## src/design/rlk_pkg.sv

```systemverilog
// package for the lookup ram access port: offsets, fields, types
package rlk_pkg;
  localparam int RLK_ADDR_W = 7;
  localparam int RLK_DATA_W = 8;
  localparam int RLK_BUS_AW = 16;
  // printed offsets are not multiples of four: index, byte address = 4*index
  localparam logic [15:0] RLK_IDX_ADDR = 16'h2887;
  localparam logic [15:0] RLK_IDX_DATA = 16'h2888;
  localparam logic [15:0] RLK_IDX_STRB = 16'h2889;
  localparam int RLK_AUTOI_BIT = 7;
  localparam int RLK_RD_BIT = 1;
  localparam int RLK_WR_BIT = 0;
  localparam logic [7:0] RLK_RST_ADDR = 8'h00;
  localparam logic [7:0] RLK_RST_DATA = 8'h00;
  // ram access engine spends this many cycles, busy then done, after the start cycle that sees the strobe
  localparam int RLK_ACC_CYC = 2;

  typedef struct packed {
    logic [6:0] addr;
    logic [7:0] wdata;
    logic we;
    logic en;
  } rlk_ram_req_t;

  typedef enum logic [1:0] {
    RLK_IDLE,
    RLK_BUSY,
    RLK_DONE
  } rlk_state_t;
endpackage

```

## src/design/rlk_port.sv

```systemverilog
// lookup ram access port: wishbone registers plus the lookup ram itself
//
// Decided for this implementation: the Wishbone slave port.
`timescale 1ns/1ps
`default_nettype none
module rlk_port
  import rlk_pkg::*;
#(
  parameter int DEPTH = 128
) (
  // clock and reset
  input wire logic clk,
  input wire logic rst,
  // wishbone classic slave
  input wire logic cyc_i,
  input wire logic stb_i,
  input wire logic we_i,
  input wire logic [17:0] adr_i,
  input wire logic [3:0] sel_i,
  input wire logic [31:0] dat_i,
  output logic [31:0] dat_o,
  output logic ack_o,
  // status
  output logic busy
);
  logic [6:0] addr_r;
  logic autoi_r;
  logic [7:0] data_r;
  logic rd_r, wr_r;
  logic [31:0] dat_r;
  logic ack_r;
  rlk_state_t st_r;
  logic [7:0] ram [DEPTH];
  logic [7:0] rdata_r;
  rlk_ram_req_t req;

  // word index decode, used for reads and writes
  function automatic logic hit(input logic [17:0] a, input logic [15:0] idx);
    return (a[17:2] == idx) && (a[1:0] == 2'b00);
  endfunction

  // a request is taken once: ack_r masks it in the cycle it is answered,
  // so a master that holds cyc and stb until it sees ack is not taken twice
  logic acc, wr_en;
  assign acc = cyc_i && stb_i && !ack_r;
  assign wr_en = acc && we_i && sel_i[0];
  logic start, done;
  assign start = (st_r == RLK_IDLE) && (rd_r || wr_r);
  assign done = (st_r == RLK_DONE);

  // ram request presented while the engine is busy
  always_comb begin
    req.addr = addr_r;
    req.wdata = data_r;
    req.we = wr_r && (st_r == RLK_BUSY);
    req.en = (st_r == RLK_BUSY);
  end

  // the lookup ram; registered read port
  always_ff @(posedge clk) begin
    if (req.en && req.we) begin
      ram[req.addr] <= req.wdata;
    end
    rdata_r <= ram[req.addr];
  end

  // access engine: one busy cycle, one done cycle
  always_ff @(posedge clk or posedge rst) begin
    if (rst) begin
      st_r <= RLK_IDLE;
    end else begin
      unique case (st_r)
        RLK_IDLE: if (start) st_r <= RLK_BUSY;
        RLK_BUSY: st_r <= RLK_DONE;
        RLK_DONE: st_r <= RLK_IDLE;
        default: st_r <= RLK_IDLE; // unused code, recover to idle
      endcase
    end
  end

  // address register; completion increment beats a software write
  always_ff @(posedge clk or posedge rst) begin
    if (rst) begin
      addr_r <= RLK_RST_ADDR[6:0];
      autoi_r <= RLK_RST_ADDR[7];
    end else if (done) begin
      if (autoi_r) begin
        addr_r <= addr_r + 7'h01;
      end
    end else if (wr_en && hit(adr_i, RLK_IDX_ADDR)) begin
      addr_r <= dat_i[6:0];
      autoi_r <= dat_i[RLK_AUTOI_BIT];
    end
  end

  // data register; read completion loads ram byte
  always_ff @(posedge clk or posedge rst) begin
    if (rst) begin
      data_r <= RLK_RST_DATA;
    end else if (done && rd_r) begin
      data_r <= rdata_r;
    end else if (wr_en && hit(adr_i, RLK_IDX_DATA)) begin
      data_r <= dat_i[7:0];
    end
  end

  // strobes: software sets only while the engine is idle, hardware clears on completion;
  // a set in a busy or done cycle is dropped and must be written again
  always_ff @(posedge clk or posedge rst) begin
    if (rst) begin
      rd_r <= 1'b0;
      wr_r <= 1'b0;
    end else if (done) begin
      rd_r <= 1'b0;
      wr_r <= 1'b0;
    end else if (wr_en && hit(adr_i, RLK_IDX_STRB) && st_r == RLK_IDLE) begin
      rd_r <= rd_r | dat_i[RLK_RD_BIT];
      wr_r <= wr_r | dat_i[RLK_WR_BIT];
    end
  end

  // bus answer: one-cycle ack, unmapped reads return zero
  always_ff @(posedge clk or posedge rst) begin
    if (rst) begin
      ack_r <= 1'b0;
      dat_r <= 32'h0000_0000;
    end else begin
      ack_r <= acc;
      dat_r <= 32'h0000_0000;
      if (acc && !we_i) begin
        if (hit(adr_i, RLK_IDX_ADDR)) dat_r <= {24'h0, autoi_r, addr_r};
        else if (hit(adr_i, RLK_IDX_DATA)) dat_r <= {24'h0, data_r};
        else if (hit(adr_i, RLK_IDX_STRB)) dat_r <= {30'h0, rd_r, wr_r};
      end
    end
  end

  assign ack_o = ack_r;
  assign dat_o = dat_r;
  assign busy = rd_r || wr_r;
endmodule
`default_nettype wire

```

## config.mk

```make
export PLATFORM = sky130hd
export DESIGN_NAME = rlk_port
export DESIGN_NICKNAME = d
export VERILOG_FILES = /design/src/design/rlk_pkg.sv /design/src/design/rlk_port.sv
export SDC_FILE = /design/constraint.sdc
export NUM_CORES = 1
export LEC_CHECK = 0
export CAP_MARGIN = 20
export CORE_MARGIN = 3
export CORE_UTILIZATION = 59
export CTS_BUF_LIST = sky130_fd_sc_hd__clkbuf_4 sky130_fd_sc_hd__clkbuf_8
export CTS_CLUSTER_SIZE = 12
export DETAILED_ROUTE_END_ITERATION = 10
export DONT_BUFFER_PORTS = 1
export PLACE_DENSITY = 0.78
export RECOVER_POWER = 50
export SLEW_MARGIN = 40
export SYNTH_ARGS = -nofsm -noshare
export SYNTH_HDL_FRONTEND = slang
export SYNTH_SLANG_ARGS = --single-unit
```

## constraint.sdc

```tcl
create_clock -name clk -period 2.8 [get_ports clk]
set_input_delay 0.28 -clock clk [delete_from_list [all_inputs] [get_ports clk]]
set_output_delay 0.28 -clock clk [all_outputs]
set_load 0.01 [all_outputs]
```

==> results of run 1 <==
## power by group
group | switching [W] | total [W] | internal (W)
sequential | 0.00000815 | 0.0171 | 0.0171
combinational | 0.0000726 | 0.000130 | 0.0000571
clock | 0.00566 | 0.0119 | 0.00627
total | 0.00574 | 0.0292 | 0.0235
## cell usage after synthesis (10+ instances only)
library cell and count:
edfxtp_1 1024, mux4_2 336, nor2_1 144, clkbuf_1 65
dfrtp_1 29, nand2_1 27, buf_2 26, buf_4 25
mux2_2 25, o21ai_0 10
## tightest hold or removal path: stages
cell and delay [ns]:
or4b_2 0.12, nor3_1 0.05, buf_4 0.15, a22oi_1 0.18
nor2_1 0.05
## worst paths after layout
kind                            startpoint          to  slack, ns  cells past startpoint
worst min-delay path              adr_i[4]    dat_o[4]       0.08                      5
worst max-delay path             addr_r[0]  rdata_r[4]      -0.20                      7
max in group asynchronous              rst   addr_r[1]       0.63                      4
min in group asynchronous              rst    dat_o[2]       0.55                      4
worst min register to register     st_r[0]     st_r[0]       0.52                      1
worst max register to register   addr_r[0]  rdata_r[4]      -0.20                      7
## registers in the layout, summed over array words and instances (netlist names)
register	count
rd_r	1
ram	1024
ack_o	1
autoi_r	1
rdata_r	8
st_r	2
addr_r	7
wr_r	1
data_r	8
dat_o	8
## cells in the final DEF, fill, tap and decap left out, types with 10 or more instances in the layout
cell	instances
buf_12	30
buf_4	191
clkbuf_4	63
clkbuf_8	166
clkinv_1	45
conb_1	24
dfrtp_1	25
dlygate4sd3_1	20
edfxtp_1	1024
mux2_2	21
mux4_2	336
nand2_1	27
nor2_1	144
o21ai_0	10
## logic make-up after synthesis
kind of cell | after synthesis | synth area share [%]
buffers and inverters | 124 | 1.45
AO/OA/AOI/OAI | 34 | 0.528
adder cells (fa/ha/maj) | 1 | 0.0303
multiplexers | 362 | 19.1
AND/OR/NAND/NOR | 210 | 2.17
other | 1 | 0.00910
flip-flops | 1061 | 76.7
## timing repair
item,CTS,global route
endpoints found under the setup margin,8,8
hold endpoints to repair,56,0
gates resized for setup,14,4
hold buffers,21,0
setup buffers,6,4
cloned,2,4
pin swaps,0,0
## layer usage
| layer | routed length, µm | vias to the layer above | track usage, % |
|---|---|---|---|
| met5 | 17 | - | 0 |
| li1 | - | 8225 | - |
| met3 | 8390 | 178 | 5.26 |
| met1 | 33900 | 10700 | 35.4 |
| met2 | 47100 | 1204 | 41.2 |
| met4 | 2490 | 2 | 7.52 |
## per-stage QoR
step,hold slack (ns),setup slack (ns),instance area [µm²],cells,util (%)
after floorplan,0.358,0.00513,41300,1816,-
after global placement,0.436,-0.131,44100,2855,63.9
after detailed placement,0.260,-0.169,44100,2859,64.0
after CTS,0.0112,-0.163,47500,3173,69.0
after global routing,0.0809,-0.213,47500,3182,68.9
final,0.0827,-0.201,47500,3182,68.9
## area by class of cell
type	instances	area share, %
antenna	1	0.00526
clock buffer	225	5.74
clock inverter	60	0.611
inverter	2	0.0158
multi-input combinational	631	19.1
sequential	1061	66.6
tap	931	2.45
timing repair buffer	271	5.49
==> flow_summary.toml, run 1 <==
[outcome]
outcome = "finished with violations"
violations = "capacitance limit, slew limit, setup timing"

[logic_synthesis]
netlist_area_um2 = 41200
ys_seq_elements = 1061
synth_edf_count = 1024
avgSynthCellArea_um2 = 23.0
yosysTopAreaCell = "edfxtp_1"
synth-main-ff-cell = "edfxtp_1"
yosys_warnings = 0
synth-seq-area-share_pct = 76.7
ys_async_sr_fraction_pct = 2.73
synth_top_area_share_pct = 74.6
ys_top_cells_by_area = "edfxtp_1, mux4_2, dfrtp_1, nor2_1, mux2_2"
synth_cell_types = 40
synthesis.instances = 1793

[grt]
grt_max_degree = 78
grt_pass1_wl_mm = 135
grt_usage_pct = 25.3
grt_overflow_total = 0
grt_pass1_vias = 20600
antenna_found_initial = 3

[clock_network]
worstSkewPairLatency_ns = 0.81
cts_inserted_buffers = 159
tritoncts = "yes"
root_buffer = "clkbuf_8"
clkSinkCount = 1061
cts.clk_slew.worst_paths_ns = 0.07
ctsHtreeMaxLevel = 4
clk_path_buf_depth = 3

[sta]
skew_ns = 0.0316
relSlewSlack_pct = -49.6
rsz0062_at_grt = "true"
finalSetupViolCount = 8
worst_pin_slew_ns = 2.24
fmax_ghz = 0.333
finalCritPeriodShare_pct = 107
drv_slew = 301
hold_viol = 0
post-route-min-period_ns = 3.00
tns_ns = -1.18
fin_ws_ns = -0.201

[finish]
multiInputGateArea_um2 = 9090
drive_above_1_share_pct = 38.1
register_area_um2 = 31600
syn_to_final_growth_pct = 15.3
fillerInstances = 3936
layout.nets = 2186

[routing]
vias = 20300
wl_per_cell_um = 28.9
routed_wl_mm = 91.9
drtAntennaViolNets = 0
first_pass_iters = 5
drc_errors = 0
avgViaCountPerCell = 6.39
drt_iter0_drc = 2487

[worst_setup_path]
cp-start-kind = "flip-flop"
cp_cell_sequence = "buf_12 -> buf_4 -> buf_12 -> mux4_2 -> mux4_2 -> mux4_2 -> mux2_2"
max_stage_delay_ns = 0.61
crit_fanout = 7
crit_slowest_cell = "mux4_2"
critPathMostFrequentCell = "mux4_2"
cpLargestDelayFamily = "multiplexers"
arrival_ns = 3.69
critPathKind = "flip-flop to flip-flop"
path_buf_inv = 3
worstPathRequired_ns = 3.49
critPathCaptureType = "flip-flop"

[die]
num_rows = 96
die_x_um = 270
core_area_um2 = 68900
die_h_um = 270
start_util_pct = 59.8
io_pins = 93
die_area_um2 = 73100

[hold_path]
hp-class = "primary input to flip-flop"

[power_and_ir_drop]
p_leak_nw = 12.1
ir_worst_vdd_uv = 350
p_per_area_nw_per_um2 = 615
p_total_w = 0.0292

[placed_design]
place.gp.congestion = 0.840
port_buffers = 0
dp_hpwl_mm = 57.9

[flow_run]
maxCapViolations = 6
Note: power is estimated with default switching activity, not from simulation.
==> run 2: changes to the inputs <==
--- a/config.mk
+++ b/config.mk
@@ -7,12 +7,11 @@
 export LEC_CHECK = 0
 export CAP_MARGIN = 20
 export CORE_MARGIN = 3
-export CORE_UTILIZATION = 59
+export CORE_UTILIZATION = 28
 export CTS_BUF_LIST = sky130_fd_sc_hd__clkbuf_4 sky130_fd_sc_hd__clkbuf_8
 export CTS_CLUSTER_SIZE = 12
 export DETAILED_ROUTE_END_ITERATION = 10
 export DONT_BUFFER_PORTS = 1
-export PLACE_DENSITY = 0.78
 export RECOVER_POWER = 50
 export SLEW_MARGIN = 40
 export SYNTH_ARGS = -nofsm -noshare
==> flow_summary.toml, run 2 (synthesized netlist as in run 1, its figures left out) <==
[outcome]
outcome = "finished with violations"
violations = "capacitance limit, slew limit, setup timing"

[die]
die_x_um = 390
start_util_pct = 28.2
core_area_um2 = 146000
die_area_um2 = 152000
die_h_um = 390
num_rows = 140
io_pins = 93

[power_and_ir_drop]
p_per_area_nw_per_um2 = 611
p_leak_nw = 12.1
ir_worst_vdd_uv = 404

[finish]
final_util_pct = 33.5
layout_common_cells = "edfxtp_1, mux4_2, buf_4, clkbuf_8, nor2_1"
drive_above_1_share_pct = 38.5
top_register = "ram"
final_common_cell = "edfxtp_1"
largest_reg_flops = 1024
layoutNonFillerInstCount = 4174
syn_to_final_growth_pct = 18.5
layout.nets = 2184

[flow_run]
maxCapViolations = 1

[worst_setup_path]
max_stage_delay_ns = 0.60
cp-start-kind = "flip-flop"
worstPathRequired_ns = 3.52
critPathMostFrequentCell = "mux4_2"
cp_cell_sequence = "buf_12 -> buf_6 -> mux4_2 -> mux4_2 -> mux4_2 -> mux2_4"
critPathKind = "flip-flop to flip-flop"
critPathCaptureType = "flip-flop"
crit_slowest_cell = "mux4_2"
crit_fanout = 12
arrival_ns = 3.69

[placed_design]
port_buffers = 0
dp_slack_ns = -0.181
place.gp.congestion = 0.823
dp_hpwl_mm = 62.2
placed_cells = 3849

[routing]
first_pass_iters = 6
drtAntennaViolNets = 0
drc_errors = 0
avgViaCountPerCell = 4.72
routed_wl_mm = 97.7
drt_iter0_drc = 2023
wl_per_cell_um = 23.4
vias = 19700

[sta]
relSlewSlack_pct = -23.1
worst_pin_slew_ns = 1.85
drv_slew = 50
fin_ws_ns = -0.176
rsz0062_at_grt = "true"
post-route-min-period_ns = 2.98
finalCritPeriodShare_pct = 106
finalSetupViolCount = 8
fmax_ghz = 0.336
hold_viol = 0
holdWs_ns = 0.211
skew_ns = 0.0380

[grt]
grt_max_degree = 90
grt_overflow_total = 0
grt_pass1_wl_mm = 143
grt_usage_pct = 12.8
grt_pass1_vias = 20800
antenna_found_initial = 10

[clock_network]
ctsHtreeMaxLevel = 4
clkSinkCount = 1061
tritoncts = "yes"
worstSkewPairLatency_ns = 0.83
root_buffer = "clkbuf_8"
clk_path_buf_depth = 3
cts_inserted_buffers = 165
cts.clk_slew.worst_paths_ns = 0.06

[hold_path]
hp-class = "primary input to flip-flop"
==> run 2: worst max-delay path, delay by kind of cell, from the launching register on <==
kind / cells / cell delay (ns)
multiplexers: 4 / 2.00
flip-flops: 1 / 0.49
buffers and inverters: 2 / 0.36
==> run 2: repair_timing <==
item | in CTS | in global routing
cloned | 0 | 2
hold buffers | 17 | 0
resized for setup | 9 | 2
setup buffers | 1 | 3
endpoints found under the setup margin | 8 | 8
hold endpoints to repair | 53 | 0
==> run 2: final timing paths <==
path	end	slack [ns]	startpoint	cells after the start
worst max-delay path	rdata_r[5]	-0.18	addr_r[0]	6
worst min-delay path	data_r[6]	0.21	adr_i[2]	3
worst max register to register	rdata_r[5]	-0.18	addr_r[0]	6
worst min register to register	st_r[0]	0.53	st_r[0]	1
max in group asynchronous	addr_r[1]	1.80	rst	4
min in group asynchronous	ack_o	0.59	rst	4
==> run 2: per-stage QoR <==
step                instance area (µm²)  TNS, ns  total power, W
global placement                  45400    -1.13          0.0176
CTS                               48900    -1.19          0.0302
global route                      48800    -8.30          0.0309
detailed placement                45400    -1.38          0.0176
floorplan                         41300        0          0.0176
finish                            48900    -1.22          0.0299
==> run 2: final cells by class <==
class,count,area (µm²)
clock buffers,212,2630
inverters,2,7.51
diodes,6,15.0
well taps,1917,2400
clock inverters,82,581
flip-flops and latches,1061,31700
multi-input cells,631,9090
repair buffers,263,2480
fillers,13500,97100
==> run 2: power by group <==
group | internal, W | switching, W
Sequential | 0.0171 | 0.0000107
Clock | 0.00660 | 0.00599
Combinational | 0.0000580 | 0.0000763
Total | 0.0238 | 0.00608
==> run 2: per-layer routing <==
layer,wire length [µm],up-vias,track usage (%),part of all wire [%]
li1,-,8229,-,-
met1,39700,10600,16.7,41
met2,48600,721,21.1,50
met3,7000,183,3.08,7.2
met4,2370,4,3.80,2.4
met5,27,-,0,0.028
==> run 3: changes to the inputs <==
--- a/config.mk
+++ b/config.mk
@@ -12,6 +12,7 @@
 export CTS_CLUSTER_SIZE = 12
 export DETAILED_ROUTE_END_ITERATION = 10
 export DONT_BUFFER_PORTS = 1
+export PLACE_DENSITY = 0.54
 export RECOVER_POWER = 50
 export SLEW_MARGIN = 40
 export SYNTH_ARGS = -nofsm -noshare
==> flow_summary.toml, run 3 (synthesized netlist as in run 1, its figures left out) <==
[finish]
syn_to_final_growth_pct = 19.5
top_register = "ram"
largest_reg_flops = 1024
final_util_pct = 33.8
layout.nets = 2218
fillerInstances = 13500
final_common_cell = "edfxtp_1"
layout_common_cells = "edfxtp_1, mux4_2, buf_4, clkbuf_8, nor2_1"
drive_above_1_share_pct = 38.9

[placed_design]
port_buffers = 0
place.gp.congestion = 0.770
dp_hpwl_mm = 63.1
dp_slack_ns = -0.221

[sta]
fmax_ghz = 0.335
fin_ws_ns = -0.188
rsz0062_at_grt = "true"
hold_viol = 0
post-route-min-period_ns = 2.99
skew_ns = 0.0420
finalCritPeriodShare_pct = 107
drv_slew = 92
relSlewSlack_pct = -22.0
finalSetupViolCount = 36
tns_ns = -1.60
worst_pin_slew_ns = 1.83

[worst_setup_path]
crit_fanout = 15
critPathCaptureType = "flip-flop"
critPathKind = "flip-flop to flip-flop"
cp-startpoint = "addr_r[0]"
cp-start-kind = "flip-flop"
arrival_ns = 3.72
worstPathRequired_ns = 3.53
worstReg2RegStart = "addr_r[0]"
r2r_end = "rdata_r[2]"
rr_worst_depth = 6
reg2reg_slack_ns = -0.19

[clock_network]
worstSkewPairLatency_ns = 0.86
root_buffer = "clkbuf_8"
ctsHtreeMaxLevel = 4
clkSinkCount = 1061
tritoncts = "yes"
cts.clk_slew.worst_paths_ns = 0.06
cts_inserted_buffers = 166
clk_path_buf_depth = 3

[grt]
grt_pass1_vias = 20800
grt_pass1_wl_mm = 146
antenna_found_initial = 8
grt_overflow_total = 0
grt_usage_pct = 13.1
grt_max_degree = 93

[routing]
drc_errors = 0
drtAntennaViolNets = 0
avgViaCountPerCell = 4.72
vias = 19800
first_pass_iters = 6
wl_per_cell_um = 23.8
drt_iter0_drc = 1755
routed_wl_mm = 100

[power_and_ir_drop]
p_leak_nw = 12.4
p_per_area_nw_per_um2 = 617
ir_worst_vdd_uv = 551

[hold_path]
hp-class = "primary input to flip-flop"
holdPathEnd = "dat_o[7]"
hp-start = "adr_i[4]"
min_path_cells = 5

[die]
io_pins = 93
num_rows = 140
die_h_um = 390
die_x_um = 390
start_util_pct = 28.2
core_area_um2 = 146000
die_area_um2 = 152000

[outcome]
outcome = "finished with violations"
violations = "capacitance limit, slew limit, setup timing"

[flow_run]
maxCapViolations = 2
run 3: changes by cell type in the layout (fill, tap and decap cells not counted), sizes merged:
cell and delta:
clkinv -18, diode -2, clkbuf +3, buf +23
bufinv +6, clkinvlp +2, dlygate4sd3 +8
run 3: metal layers:
layer	global-route usage [%]	wire (µm)
met2	21.1	48200
met3	4.14	8000
met4	3.88	2630
met1	17.1	41200
met5	0	22
run 3: cell type report:
| type | count | area (µm²) | share of cell area, % |
|---|---|---|---|
| inverter | 2 | 7.51 | 0.0152 |
| clock buffer | 213 | 2670 | 5.42 |
| tap | 1917 | 2400 | 4.87 |
| antenna | 4 | 10.0 | 0.0203 |
| clock inverter | 72 | 642 | 1.30 |
| multi-input combinational | 631 | 9090 | 18.5 |
| timing repair buffer | 296 | 2790 | 5.67 |
| sequential | 1061 | 31700 | 64.3 |
run 3: worst max path at each step:
stage / end / slack (ns) / cells after the start
2_1_floorplan: rdata_r[3] / 0.005 / 7
3_3_place_gp: rdata_r[4] / -0.23 / 6
3_5_place_dp: rdata_r[4] / -0.22 / 6
4_1_cts: rdata_r[6] / -0.20 / 6
5_1_grt: rdata_r[2] / -0.23 / 6
6_report: rdata_r[2] / -0.19 / 6
run 3: through the flow:
step           power (W)  cells  hold WS [ns]  cell area, µm²
2_1_floorplan     0.0176   1816         0.358           41300
3_3_place_gp      0.0176   3869         0.436           45600
3_5_place_dp      0.0176   3869         0.246           45600
4_1_cts           0.0308   4184        0.0141           49300
5_1_grt           0.0315   4194        0.0516           49300
6_report          0.0304   4196         0.106           49300
run 3: where the power goes:
group,switching [W],internal (W),leakage (nW)
Sequential,0.00000345,0.0171,7.52
Combinational,0.0000830,0.0000557,3.12
Clock,0.00592,0.00717,1.72
Total,0.00601,0.0244,12.4
run 3: worst max-delay path, stage by stage (launching register included):
cell     delay, ns
dfrtp_4       0.53
buf_12        0.19
buf_16        0.19
mux4_2        0.56
mux4_2        0.55
mux4_2        0.55
mux2_4        0.28
run 3: what timing repair did:
action	4_1_cts	5_1_grt
setup endpoints to repair	8	8
buffers inserted	4	5
gates resized for setup	7	3
gates cloned	0	1
hold buffers	26	0
endpoints found under the hold margin	51	0
